--- config.mk ---
export PLATFORM = sky130hd
export DESIGN_NAME = rsc_top
export DESIGN_NICKNAME = d
export VERILOG_FILES = /design/src/core/rsc_pkg.sv /design/src/core/rsc_sync3.sv /design/src/core/rsc_top.sv
export SDC_FILE = /design/constraint.sdc
export NUM_CORES = 1
export LEC_CHECK = 0
export BUFFER_PORTS_ARGS = -buffer_cell sky130_fd_sc_hd__clkbuf_2
export CORE_UTILIZATION = 45
export DETAILED_ROUTE_END_ITERATION = 8
export GPL_TIMING_DRIVEN = 0
export HOLD_SLACK_MARGIN = 0.06
export PLACE_DENSITY = 0.68
export SYNTH_ARGS = -nofsm -noshare
export SYNTH_HDL_FRONTEND = slang
export SYNTH_SLANG_ARGS = --single-unit
--- constraint.sdc ---
create_clock -name clk_i -period 9.89 [get_ports clk_i]
set_input_delay 1.978 -clock clk_i [delete_from_list [all_inputs] [get_ports clk_i]]
set_output_delay 1.978 -clock clk_i [all_outputs]
set_load 0.05 [all_outputs]
--- src/core/rsc_pkg.sv ---
// Shared constants for the reset and strap configuration block
package rsc_pkg;

  // Strap pin positions within the strap vector
  localparam int STRAP_ADDR_LO = 0;
  localparam int STRAP_ADDR_HI = 1;
  localparam int STRAP_ROLE    = 2;
  localparam int STRAP_GPIO    = 3;
  localparam int STRAP_N       = 4;
  localparam int GPIO_N        = 4;
  localparam int ADDR_W        = 2;

  // Pin levels driven while the device is held in reset
  localparam logic RST_BIT_CLK   = 1'h0;
  localparam logic RST_FRAME_CLK = 1'h1;
  localparam logic RST_SDATA     = 1'h0;
  localparam logic RST_AUX_BIT   = 1'h0;
  localparam logic RST_AUX_FRAME = 1'h1;
  localparam logic RST_ERROR     = 1'h1;
  localparam logic RST_THRU2     = 1'h0;

  // Role strap level meaning slave, direction strap level meaning output
  localparam logic ROLE_SLAVE_LVL = 1'h1;
  localparam logic GPIO_OUT_LVL   = 1'h1;

  // Reset values of the captured configuration
  localparam logic [STRAP_N-1:0] CFG_RST = 4'h0;

  // Minimum hold-low time of the reset hold input
  localparam int CLK_MHZ         = 250;
  localparam int RST_HOLD_MIN_US = 200;
  localparam int RST_HOLD_CYC    = RST_HOLD_MIN_US * CLK_MHZ;

  typedef enum logic [1:0] {
    PH_RESET = 2'h1,
    PH_RUN   = 2'h2
  } rsc_phase_t;

endpackage

--- src/core/rsc_sync3.sv ---
// Three-stage pin synchroniser with agreement filter
`timescale 1ns/1ns
module rsc_sync3 #(
  parameter int               WIDTH = 1,
  parameter logic [WIDTH-1:0] RST_V = '0
) (
  // Clock and reset
  input  wire logic             clk_i,
  input  wire logic             rst_ni,
  // Pin side
  input  wire logic [WIDTH-1:0] pin_i,
  // Filtered level
  output logic      [WIDTH-1:0] lvl_o
);

  logic [WIDTH-1:0] s1_r;
  logic [WIDTH-1:0] s2_r;
  logic [WIDTH-1:0] s3_r;

  initial begin
    if (WIDTH < 1) $error("rsc_sync3: WIDTH must be at least 1");
  end

  always_ff @(posedge clk_i or negedge rst_ni) begin
    if (!rst_ni) begin
      s1_r <= RST_V;
      s2_r <= RST_V;
      s3_r <= RST_V;
    end else begin
      s1_r <= pin_i;
      s2_r <= s1_r;
      s3_r <= s2_r;
    end
  end

  // Level moves only once stages two and three agree
  always_ff @(posedge clk_i or negedge rst_ni) begin
    if (!rst_ni) begin
      lvl_o <= RST_V;
    end else begin
      for (int i = 0; i < WIDTH; i++) begin
        if (s2_r[i] == s3_r[i]) begin
          lvl_o[i] <= s3_r[i];
        end
      end
    end
  end

endmodule

--- src/core/rsc_top.sv ---
// Reset hold handling, strap capture and reset pin states
`timescale 1ns/1ns
// Operation
// The device stays in reset while the reset hold input is low and runs once it is high.
// The outside party holds the reset hold input low for at least 200 us per reset.
// In reset the clock, data and error pins sit at fixed levels and host data floats; master clock outputs follow the oscillator, first through its input.
// In reset all four strap pins are inputs so their resistor levels can be read.
// The two address straps form a two-bit chip address, pulled up meaning one.
// The host sends the chip address in the two low bits, low bit first.
// A command write is taken only when its address equals the strapped address.
// Role strap pulled down means clock master, pulled up means clock slave.
// A master drives master, bit and frame clocks; a slave drives only the master clock. The code drives bit and frame clocks on both roles while in reset.
// A slave gets bit and frame clocks continuously from the master at matching polarity.
// The direction strap pulled down makes the four general pins inputs, up makes outputs.
// Strap levels are latched when the hold input rises and kept until the next reset.
module rsc_top
  import rsc_pkg::*;
#(
  parameter int CMD_W        = 8,
  parameter int HOLD_MIN_CYC = RST_HOLD_CYC
) (
  // Clock and reset
  input  wire logic               clk_i,
  input  wire logic               nrst_i,
  // Reset hold and strap pins
  input  wire logic               reset_hold_i,
  input  wire logic [STRAP_N-1:0] strap_i,
  output logic      [STRAP_N-1:0] strap_o,
  output logic      [STRAP_N-1:0] strap_oe_o,
  // Clock pins
  input  wire logic               osc_clk_in_i,
  output logic                    receive_master_clock_o,
  output logic                    oscillator_clock_out_o,
  input  wire logic               rx_bit_clk_i,
  output logic                    rx_bit_clk_o,
  output logic                    rx_bit_clk_oe_o,
  input  wire logic               rx_frame_clk_i,
  output logic                    rx_frame_clk_o,
  output logic                    rx_frame_clk_oe_o,
  output logic                    auxiliary_bit_clock_o,
  output logic                    auxiliary_frame_clock_o,
  // Data and status pins
  output logic                    serial_data_o,
  output logic                    receive_error_flag_o,
  output logic                    first_through_out_o,
  output logic                    second_through_out_o,
  output logic                    host_sdo_o,
  output logic                    host_sdo_oe_o,
  // General purpose pins
  input  wire logic [GPIO_N-1:0]  gpio_i,
  output logic      [GPIO_N-1:0]  gpio_o,
  output logic      [GPIO_N-1:0]  gpio_oe_o,
  // Core side: functional values
  input  wire logic               f_master_clk_i,
  input  wire logic               f_osc_out_i,
  input  wire logic               f_bit_clk_i,
  input  wire logic               f_frame_clk_i,
  input  wire logic               f_aux_bit_i,
  input  wire logic               f_aux_frame_i,
  input  wire logic               f_sdata_i,
  input  wire logic               f_error_i,
  input  wire logic               f_thru1_i,
  input  wire logic               f_thru2_i,
  input  wire logic               f_host_sdo_i,
  input  wire logic               f_host_sdo_oe_i,
  input  wire logic [STRAP_N-1:0] f_strap_out_i,
  input  wire logic [GPIO_N-1:0]  f_gpio_out_i,
  // Core side: command writes from the host decoder
  input  wire logic               cmd_wr_i,
  input  wire logic [ADDR_W-1:0]  cmd_addr_i,
  input  wire logic [CMD_W-1:0]   cmd_data_i,
  output logic                    cmd_accept_o,
  output logic      [CMD_W-1:0]   cmd_data_o,
  // Core side: configuration and status
  output logic                    sys_run_o,
  output logic      [ADDR_W-1:0]  chip_addr_o,
  output logic                    clk_slave_o,
  output logic                    gpio_dir_out_o,
  output logic                    slave_bit_clk_o,
  output logic                    slave_frame_clk_o,
  output logic      [GPIO_N-1:0]  gpio_in_o,
  output logic                    hold_short_o
);

  logic               rst_s1_r;
  logic               rst_n;
  logic               hold_lvl;
  logic [STRAP_N-1:0] strap_lvl;
  logic [GPIO_N-1:0]  gpio_lvl;
  logic [1:0]         sclk_lvl;
  logic               osc_lvl;
  rsc_phase_t         ph_r;
  logic [STRAP_N-1:0] cfg_r;
  logic [31:0]        hold_cnt_r;
  logic               in_rst;

  initial begin
    if (CMD_W < 1) $error("rsc_top: CMD_W must be at least 1");
    if (HOLD_MIN_CYC < 1) $error("rsc_top: HOLD_MIN_CYC must be at least 1");
  end

  // Reset release through two flops
  always_ff @(posedge clk_i or negedge nrst_i) begin
    if (!nrst_i) begin
      rst_s1_r <= 1'h0;
      rst_n    <= 1'h0;
    end else begin
      rst_s1_r <= 1'h1;
      rst_n    <= rst_s1_r;
    end
  end

  rsc_sync3 #(.WIDTH(1), .RST_V(1'h0)) u_hold (
    .clk_i(clk_i), .rst_ni(rst_n), .pin_i(reset_hold_i), .lvl_o(hold_lvl));
  rsc_sync3 #(.WIDTH(STRAP_N), .RST_V(CFG_RST)) u_strap (
    .clk_i(clk_i), .rst_ni(rst_n), .pin_i(strap_i), .lvl_o(strap_lvl));
  rsc_sync3 #(.WIDTH(GPIO_N), .RST_V(4'h0)) u_gpio (
    .clk_i(clk_i), .rst_ni(rst_n), .pin_i(gpio_i), .lvl_o(gpio_lvl));
  rsc_sync3 #(.WIDTH(2), .RST_V(2'h0)) u_sclk (
    .clk_i(clk_i), .rst_ni(rst_n), .pin_i({rx_frame_clk_i, rx_bit_clk_i}), .lvl_o(sclk_lvl));
  // Oscillator follows at sampling resolution only; a true clock path bypasses this block
  rsc_sync3 #(.WIDTH(1), .RST_V(1'h0)) u_osc (
    .clk_i(clk_i), .rst_ni(rst_n), .pin_i(osc_clk_in_i), .lvl_o(osc_lvl));

  // Phase tracks the filtered hold level
  always_ff @(posedge clk_i or negedge rst_n) begin
    if (!rst_n) begin
      ph_r <= PH_RESET;
    end else begin
      ph_r <= hold_lvl ? PH_RUN : PH_RESET;
    end
  end

  assign in_rst = (ph_r == PH_RESET);

  // Straps sampled every reset cycle, frozen from the release onward
  always_ff @(posedge clk_i or negedge rst_n) begin
    if (!rst_n) begin
      cfg_r <= CFG_RST;
    end else if (in_rst) begin
      cfg_r <= strap_lvl;
    end
  end

  // Flags a hold-low pulse shorter than the required minimum
  always_ff @(posedge clk_i or negedge rst_n) begin
    if (!rst_n) begin
      hold_cnt_r   <= 32'h0;
      hold_short_o <= 1'h0;
    end else if (in_rst) begin
      if (hold_cnt_r < 32'(HOLD_MIN_CYC)) begin
        hold_cnt_r <= hold_cnt_r + 32'h1;
      end
    end else begin
      if (hold_cnt_r != 32'h0) begin
        hold_short_o <= (hold_cnt_r < 32'(HOLD_MIN_CYC));
      end
      hold_cnt_r <= 32'h0;
    end
  end

  // Configuration outputs
  always_ff @(posedge clk_i or negedge rst_n) begin
    if (!rst_n) begin
      sys_run_o      <= 1'h0;
      chip_addr_o    <= 2'h0;
      clk_slave_o    <= 1'h0;
      gpio_dir_out_o <= 1'h0;
    end else begin
      sys_run_o      <= !in_rst;
      chip_addr_o    <= {cfg_r[STRAP_ADDR_HI], cfg_r[STRAP_ADDR_LO]};
      clk_slave_o    <= (cfg_r[STRAP_ROLE] == ROLE_SLAVE_LVL);
      gpio_dir_out_o <= (cfg_r[STRAP_GPIO] == GPIO_OUT_LVL);
    end
  end

  // Pin states: fixed in reset except the master clocks and first through output, functional afterwards
  always_ff @(posedge clk_i or negedge rst_n) begin
    if (!rst_n) begin
      receive_master_clock_o  <= 1'h0;
      oscillator_clock_out_o  <= 1'h0;
      rx_bit_clk_o            <= RST_BIT_CLK;
      rx_frame_clk_o          <= RST_FRAME_CLK;
      auxiliary_bit_clock_o   <= RST_AUX_BIT;
      auxiliary_frame_clock_o <= RST_AUX_FRAME;
      serial_data_o           <= RST_SDATA;
      receive_error_flag_o    <= RST_ERROR;
      second_through_out_o    <= RST_THRU2;
      host_sdo_o              <= 1'h0;
      host_sdo_oe_o           <= 1'h0;
      first_through_out_o     <= 1'h0;
    end else begin
      receive_master_clock_o  <= in_rst ? osc_lvl : f_master_clk_i;
      oscillator_clock_out_o  <= in_rst ? osc_lvl : f_osc_out_i;
      rx_bit_clk_o            <= in_rst ? RST_BIT_CLK : f_bit_clk_i;
      rx_frame_clk_o          <= in_rst ? RST_FRAME_CLK : f_frame_clk_i;
      auxiliary_bit_clock_o   <= in_rst ? RST_AUX_BIT : f_aux_bit_i;
      auxiliary_frame_clock_o <= in_rst ? RST_AUX_FRAME : f_aux_frame_i;
      serial_data_o           <= in_rst ? RST_SDATA : f_sdata_i;
      receive_error_flag_o    <= in_rst ? RST_ERROR : f_error_i;
      second_through_out_o    <= in_rst ? RST_THRU2 : f_thru2_i;
      host_sdo_o              <= in_rst ? 1'h0 : f_host_sdo_i;
      host_sdo_oe_o           <= in_rst ? 1'h0 : f_host_sdo_oe_i;
      // First through output passes the selected input even in reset
      first_through_out_o     <= f_thru1_i;
    end
  end

  // Pin directions
  always_ff @(posedge clk_i or negedge rst_n) begin
    if (!rst_n) begin
      strap_oe_o        <= 4'h0;
      strap_o           <= 4'h0;
      rx_bit_clk_oe_o   <= 1'h1;
      rx_frame_clk_oe_o <= 1'h1;
      gpio_oe_o         <= 4'h0;
      gpio_o            <= 4'h0;
    end else begin
      strap_oe_o        <= in_rst ? 4'h0 : 4'hF;
      strap_o           <= f_strap_out_i;
      // Reset levels are driven on both roles; role applies only once running
      rx_bit_clk_oe_o   <= in_rst || (cfg_r[STRAP_ROLE] != ROLE_SLAVE_LVL);
      rx_frame_clk_oe_o <= in_rst || (cfg_r[STRAP_ROLE] != ROLE_SLAVE_LVL);
      gpio_oe_o         <= {GPIO_N{!in_rst && (cfg_r[STRAP_GPIO] == GPIO_OUT_LVL)}};
      gpio_o            <= f_gpio_out_i;
    end
  end

  // Inputs seen by the core; slave clocks rely on the master running them
  always_ff @(posedge clk_i or negedge rst_n) begin
    if (!rst_n) begin
      slave_bit_clk_o   <= 1'h0;
      slave_frame_clk_o <= 1'h0;
      gpio_in_o         <= 4'h0;
    end else begin
      slave_bit_clk_o   <= sclk_lvl[0];
      slave_frame_clk_o <= sclk_lvl[1];
      gpio_in_o         <= gpio_lvl;
    end
  end

  // Host address arrives low bit first as bits [1:0]
  always_ff @(posedge clk_i or negedge rst_n) begin
    if (!rst_n) begin
      cmd_accept_o <= 1'h0;
      cmd_data_o   <= '0;
    end else begin
      cmd_accept_o <= cmd_wr_i && sys_run_o && (cmd_addr_i == chip_addr_o);
      if (cmd_wr_i && sys_run_o && (cmd_addr_i == chip_addr_o)) begin
        cmd_data_o <= cmd_data_i;
      end
    end
  end

  chk_hold_low_reset: assert property (@(posedge clk_i) disable iff (!rst_n)
    !hold_lvl |=> ##1 !sys_run_o)
    else $error("device left reset while hold input low");

  chk_reset_pin_levels: assert property (@(posedge clk_i) disable iff (!rst_n)
    in_rst |=> (!rx_bit_clk_o && rx_frame_clk_o && !auxiliary_bit_clock_o
               && auxiliary_frame_clock_o && receive_error_flag_o && !serial_data_o
               && !second_through_out_o && !host_sdo_oe_o))
    else $error("reset pin levels wrong");

  chk_straps_input: assert property (@(posedge clk_i) disable iff (!rst_n)
    in_rst |=> (strap_oe_o == 4'h0))
    else $error("strap pin driven during reset");

  chk_cfg_frozen: assert property (@(posedge clk_i) disable iff (!rst_n)
    sys_run_o && $past(sys_run_o) |-> $stable(chip_addr_o) && $stable(clk_slave_o)
      && $stable(gpio_dir_out_o))
    else $error("configuration changed while running");

  chk_cmd_match: assert property (@(posedge clk_i) disable iff (!rst_n)
    cmd_wr_i && sys_run_o && (cmd_addr_i == chip_addr_o) |=> cmd_accept_o
      && (cmd_data_o == $past(cmd_data_i)))
    else $error("matching command not accepted");

  chk_cmd_reject: assert property (@(posedge clk_i) disable iff (!rst_n)
    cmd_wr_i && (cmd_addr_i != chip_addr_o) |=> !cmd_accept_o)
    else $error("command for another address accepted");

  chk_master_drive: assert property (@(posedge clk_i) disable iff (!rst_n)
    sys_run_o && !clk_slave_o |-> rx_bit_clk_oe_o && rx_frame_clk_oe_o)
    else $error("master not driving bit and frame clocks");

  chk_slave_release: assert property (@(posedge clk_i) disable iff (!rst_n)
    sys_run_o && clk_slave_o |-> !rx_bit_clk_oe_o && !rx_frame_clk_oe_o)
    else $error("slave driving bit or frame clock");

  chk_gpio_dir: assert property (@(posedge clk_i) disable iff (!rst_n)
    sys_run_o |-> (gpio_oe_o == {GPIO_N{gpio_dir_out_o}}))
    else $error("general pin direction disagrees with strap");

endmodule

==> impl_metrics.py, run 1 <==
metrics = {
    "synthesis": {
        "synthesis.area_um2": 4490,
        "synth_seq_cells": 131,
        "netlist.area_leader.share": 0.702,
        "synth_flop_cell": "dfrtp_1",
        "synthTopCellsByArea": "dfrtp_1 70%, and2_1 3.5%, dfstp_2 2.9%",
        "syn-num-nets": 358,
        "ys_types": 36,
        "ys_warn_count": 0,
        "synth_async_sr_flop_share": 1.00,
        "synth-edff-count": 0,
        "synth.largest_area_cell": "dfrtp_1",
        "seq_area_frac_synth": 0.732,
        "syn_inst": 311,
        "syn-mean-instance-area_um2": 14.4,
        "synth.most_common_cell": "dfrtp_1",
        "yosys-top-cells-count": "126 x dfrtp_1, 25 x and2_1, 20 x nand2_1, 14 x a21oi_1, 13 x o31ai_1",
    },
    "power": {
        "total_power_w": 0.00144,
        "cellPowerDensity_nw_per_um2": 252,
        "ir_drop_uv": 139,
        "leakagePower_nw": 2.69,
    },
    "floorplan": {
        "die_area_um2": 10400,
        "ios": 96,
        "start_util": 0.461,
        "fp.dieW_um": 102,
        "core_area_um2": 9730,
        "die-height_um": 102,
        "std_cell_rows": 36,
    },
    "global_routing": {
        "antenna_found_initial": 0,
        "grt_pass1_wl_mm": 12.8,
        "overflow": 0,
        "grt_pass1_vias": 2842,
        "grt_use_total": 0.165,
        "grt_max_degree": 72,
    },
    "clock_tree": {
        "cts_resized": 0,
        "cts_buffers": 17,
        "clock_latency_ps": 510,
        "cts.clk_slew.worst_paths_ps": 60,
        "cts_tree": "built",
        "cts-root-buf": "clkbuf_8",
        "ctsHoldBuffers": 0,
        "cts.sinks": 131,
        "htreeDepth": 4,
        "post_cts_buffers": 0,
        "clockBufferDepth": 2,
    },
    "drt": {
        "drc": 0,
        "drt_iter0_markers": 137,
        "routed_wl_mm": 7.58,
        "drt_first_pass_iters": 6,
        "vias": 2806,
        "wl_per_cell_um": 13.3,
        "routed_via_density": 4.91,
        "drtAntennaViolNets": 0,
    },
    "worst_setup_path": {
        "crit_arrival_ps": 1390,
        "cp_max_fo": 2,
        "path_class": "reg2out",
        "reg2regPathDepth": 6,
        "start_kind": "flop",
        "cpMaxStageDelayCell": "dfstp_2",
        "startpoint": "rx_frame_clk_oe_o$_DFF_PN1_",
        "endpoint_kind": "output port",
        "r2r-end": "hold_cnt_r[9]$_DFFE_PN0P_",
        "r2r_setup_slack_ps": 7730,
        "critPathCapture": "rx_frame_clk_oe_o",
        "required_ps": 7910,
        "slowest_delay_ps": 530,
        "path_cells": "buf_4, clkbuf_2",
        "r2r_start": "hold_cnt_r[20]$_DFFE_PN0P_",
    },
    "hold_path": {
        "worst_hold_path_type": "reg2reg",
        "hold_start": "u_gpio.s1_r[3]$_DFF_PN0_",
    },
    "placed_design": {
        "gp_congestion": 0.846,
        "port_buffers": 95,
        "dp_hpwl_mm": 4.97,
    },
    "finish": {
        "drive_gt1_frac": 0.355,
        "layout.nets": 473,
        "synthToLayoutAreaGrowth_pct": 27.3,
        "nFillCells": 795,
        "regArea_um2": 3290,
        "multiInputGateArea_um2": 1070,
        "n_antenna_cell": 0,
    },
    "sta": {
        "rsz0062_at_grt": "no",
        "slew_headroom": 0.396,
        "worstMarginPinSlew_ps": 905,
        "fin_skew_ps": 10.9,
        "setup_viol": 0,
        "fmax_mhz": 297,
        "period_share": 0.341,
        "post-route-min-period_ps": 3370,
        "finalSetupTns_ps": 0,
        "drv_slew": 0,
        "hold_viol_final": 0,
    },
    "run_status": {
        "status": "complete, no violations",
    },
    "run": {
        "maxCapViolations": 0,
    },
}
==> power by group <==
| part | switching [W] | internal (W) | total (W) |
|---|---|---|---|
| logic | 0.000186 | 0.0000647 | 0.000250 |
| clock network | 0.000242 | 0.000329 | 0.000570 |
| registers | 0.0000286 | 0.000590 | 0.000618 |
| total | 0.000456 | 0.000983 | 0.00144 |
==> kinds of logic (layout without fill, tap and decap cells) <==
kind of cell	after synthesis	in the layout	synth area share
AOI/OAI and AO/OA	35	35	0.0532
and+or+nand+nor	94	94	0.126
xor gates and xnor gates	2	2	0.00390
buffers and inverters	25	153	0.0295
muxes	9	9	0.0223
other	1	1	0.000835
adders and majority gates	14	14	0.0323
DFF	131	131	0.732
==> worst min-delay path by stage <==
stage | slack, ps | end | cells past startpoint
floorplan | 330 | rst_n$_DFF_PN0_ | 0
global placement | 330 | u_gpio.s2_r[3]$_DFF_PN0_ | 0
detailed placement | 330 | u_gpio.s2_r[3]$_DFF_PN0_ | 0
CTS | 350 | u_gpio.s2_r[3]$_DFF_PN0_ | 0
global route | 350 | u_gpio.s2_r[3]$_DFF_PN0_ | 0
finish | 350 | u_gpio.s2_r[3]$_DFF_PN0_ | 0
==> critical path: cells and delay by family, from the launching register on <==
kind	cells	cell delay [ps]
buffers and inverters	2	350
DFF	1	530
==> state kept, by name (all words and copies together), names as in the netlist, 4 cells and up <==
name,flops
strap_o,4
cmd_data_o,8
hold_cnt_r,32
u_strap.lvl_o,4
cfg_r,4
u_gpio.s3_r,4
gpio_o,4
u_gpio.s1_r,4
u_strap.s1_r,4
u_strap.s3_r,4
u_strap.s2_r,4
u_gpio.s2_r,4
gpio_in_o,4
u_gpio.lvl_o,4
==> metal layers <==
layer,vias up,wire (µm),part of all wire,track usage
met1,1383,3330,0.44,0.200
met2,96,3790,0.50,0.263
met4,0,79,0.010,0.0802
met3,12,389,0.051,0.0602
met5,-,0,0,0
li1,1315,-,-,-
==> layout make-up <==
type                    instances  area share
flip-flops and latches        131       0.575
inverters                       5     0.00328
clock buffers                  19      0.0773
plain buffers                  20      0.0199
clock inverters                13      0.0195
well taps                     133      0.0291
multi-input cells             155       0.188
repair buffers                 96      0.0880
==> through the flow <==
step,hold WS [ps],utilization,instances,worst slack [ps],area [µm²]
6_report,347,0.587,572,6520,5720
5_1_grt,349,0.587,572,6460,5720
4_1_cts,349,0.587,572,6490,5720
3_5_place_dp,335,0.531,540,6570,5160
3_3_place_gp,332,0.527,539,4830,5130
2_1_floorplan,331,-,311,5980,4490
==> layout by cell type (no fill, tap or decap), types with 2 or more instances in the layout <==
master and n:
nand4_1 7, dfrtp_1 125, xor2_1 2, and2_1 25
maj3_1 12, mux2_2 8, o21ai_0 3, nand3_1 9
clkbuf_2 95, ha_1 2, dfstp_2 5, inv_6 7
clkbuf_1 10, nand2b_1 4, nor4_1 6, inv_1 5
or4_1 12, and3_1 2, clkinv_4 3, nand2_1 20
clkbuf_8 3, a21oi_1 14, o31ai_1 13, and4_1 3
clkbuf_16 16, buf_4 8
(Power assumes the default switching activity.)
==> run 2: changes to the inputs <==
==> constraint.sdc (replaced) <==
create_clock -name clk_i -period 3.14 [get_ports clk_i]
set_input_delay 0.628 -clock clk_i [delete_from_list [all_inputs] [get_ports clk_i]]
set_output_delay 0.628 -clock clk_i [all_outputs]
set_load 0.05 [all_outputs]
==> run 2 against run 1 <==
  * Power rose to 3.2 times the previous value
  * Cell count is 0.17% higher
  * Sequential power increased to 3.1 times the previous value
  * Via count fell by 0.93%
  * Register-to-register slack worse by 6700 ps
  * Non-clock buffer count up 2
  * Routed wire length is 1.4% lower
  * Clock skew down 5.1 ps
  * Critical path type is now reg2reg
  * Largest cell class unchanged
  * Highest routed layer unchanged
==> impl_metrics.py, run 2 (same netlist as run 1, synthesis figures left out) <==
metrics = {
    "power": {
        "leakagePower_nw": 2.71,
        "p_clk_frac": 0.402,
        "power.internal_w": 0.00325,
        "pwr-share-comb": 0.174,
        "total_power_w": 0.00458,
        "switching_share": 0.291,
        "ir_drop_uv": 590,
        "cellPowerDensity_nw_per_um2": 795,
        "p_sw_w": 0.00133,
        "p_seq_frac": 0.424,
    },
    "worst_setup_path": {
        "start_kind": "flop",
        "cp_max_fo": 10,
        "crit_path_frequent_cell": "clkbuf_1",
        "endpoint_kind": "flop",
        "path_class": "reg2reg",
        "r2r_start": "hold_cnt_r[26]$_DFFE_PN0P_",
        "path_cells": "nor4_1, nand4_1, clkbuf_1, clkbuf_1, o31ai_1, a21oi_1",
        "crit_family": "simple AND/OR/NAND/NOR gates",
        "startpoint": "hold_cnt_r[26]$_DFFE_PN0P_",
        "cpMaxStageDelayCell": "nor4_1",
        "slowest_delay_ps": 420,
        "worst-path-buf-inv": 2,
        "crit_arrival_ps": 2440,
        "required_ps": 3500,
    },
    "floorplan": {
        "start_util": 0.461,
        "ios": 96,
        "fp.dieW_um": 102,
        "core_area_um2": 9730,
        "die_area_um2": 10400,
        "die-height_um": 102,
        "std_cell_rows": 36,
    },
    "clock_tree": {
        "ctsHoldBuffers": 1,
        "cts.sinks": 131,
        "cts.clk_slew.worst_paths_ps": 60,
        "htreeDepth": 4,
        "post_cts_buffers": 0,
        "cts-root-buf": "clkbuf_8",
        "clockBufferDepth": 2,
        "cts_resized": 0,
        "cts_tree": "built",
        "clock_latency_ps": 500,
        "cts_buffers": 17,
    },
    "drt": {
        "drt_first_pass_iters": 4,
        "routed_wl_mm": 7.48,
        "drtAntennaViolNets": 0,
        "vias": 2780,
        "drc": 0,
        "routed_via_density": 4.85,
        "drt_iter0_markers": 121,
        "wl_per_cell_um": 13.1,
    },
    "global_routing": {
        "grt_pass1_wl_mm": 12.4,
        "grt_max_degree": 55,
        "overflow": 0,
        "grt_use_total": 0.160,
        "antenna_found_initial": 0,
        "grt_pass1_vias": 2714,
    },
    "finish": {
        "drive_gt1_frac": 0.350,
        "nFillCells": 781,
        "layout.nets": 475,
        "synthToLayoutAreaGrowth_pct": 28.5,
        "top_regs": "hold_cnt_r (32), cmd_data_o (8)",
        "design_area_um2": 5770,
        "largest_reg_flops": 32,
        "top_register": "hold_cnt_r",
        "n_antenna_cell": 0,
        "final_common_cell": "dfrtp_1",
        "regArea_um2": 3290,
        "layout_common_cells": "125 x dfrtp_1, 95 x clkbuf_2, 25 x and2_1, 20 x nand2_1, 16 x clkbuf_16",
        "multiInputGateArea_um2": 1070,
    },
    "hold_path": {
        "worst_hold_path_type": "in2reg",
        "hold_start": "reset_hold_i",
    },
    "placed_design": {
        "dpl-instance-area_um2": 5190,
        "dp_hpwl_mm": 4.83,
        "gp_congestion": 0.861,
        "port_buffers": 95,
        "pre_cts_ws_ps": 1100,
    },
    "sta": {
        "setup_viol": 0,
        "fmax_mhz": 481,
        "fin_skew_ps": 5.82,
        "period_share": 0.662,
        "drv_slew": 0,
        "rsz0062_at_grt": "no",
        "whs_ps": 233,
        "worstMarginPinSlew_ps": 624,
        "slew_headroom": 0.582,
        "hold_viol_final": 0,
        "finalSetupTns_ps": 0,
        "layout_setup_ws_ps": 1060,
        "post-route-min-period_ps": 2080,
    },
    "run_status": {
        "status": "complete, no violations",
    },
    "run": {
        "maxCapViolations": 0,
    },
}
==> run 2: cell count changes in the layout (fill, tap and decap cells not counted), sizes merged <==
| cell | before | now |
|---|---|---|
| inv | 13 | 6 |
| clkbuf | 124 | 127 |
| bufinv | 0 | 2 |
| buf | 11 | 12 |
| clkinvlp | 1 | 2 |
| dlygate4sd3 | 0 | 1 |
==> run 2: worst register-to-register path, stage by stage, from the launching register on <==
cell	delay [ps]
dfrtp_1	370
nor4_1	420
nand4_1	170
clkbuf_1	260
clkbuf_1	300
o31ai_1	310
a21oi_1	100
==> run 2: through the flow <==
stage	cells	utilization
finish	573	0.593
global route	573	0.593
CTS	573	0.593
detailed placement	541	0.533
global placement	539	0.528
floorplan	311	-
==> run 2: metal layers <==
metal / global-route usage / wire [µm] / up-vias
li1: - / - / 1319
met1: 0.199 / 3330 / 1373
met2: 0.252 / 3670 / 77
met3: 0.0602 / 378 / 11
met4: 0.0670 / 105 / 0
met5: 0 / 0 / -
==> run 2: cell type report <==
| class | count | share of cell area |
|---|---|---|
| inverter | 5 | 0.00325 |
| tap | 133 | 0.0289 |
| sequential | 131 | 0.570 |
| timing repair buffer | 98 | 0.0937 |
| clock buffer | 22 | 0.0803 |
| buffer | 20 | 0.0197 |
| multi-input combinational | 155 | 0.186 |
| clock inverter | 9 | 0.0180 |
==> run 2: final timing paths <==
path,slack (ps),depth (start not counted),endpoint
min reg2reg,260,0,u_hold.s3_r$_DFF_PN0_
max in group asynchronous,2220,1,rx_frame_clk_oe_o$_DFF_PN1_
min,230,1,u_hold.s1_r$_DFF_PN0_
max,1060,6,hold_cnt_r[5]$_DFFE_PN0P_
max reg2reg,1060,6,hold_cnt_r[5]$_DFFE_PN0P_
min in group asynchronous,260,0,u_hold.s3_r$_DFF_PN0_
==> run 2: power groups by stage <==
stage	clock network (W)	registers [W]	logic (W)
2_1_floorplan	0	0.00236	0.000212
3_3_place_gp	0	0.00199	0.000764
3_5_place_dp	0	0.00197	0.000806
4_1_cts	0.00189	0.00195	0.000808
5_1_grt	0.00196	0.00197	0.000847
6_report	0.00184	0.00194	0.000798
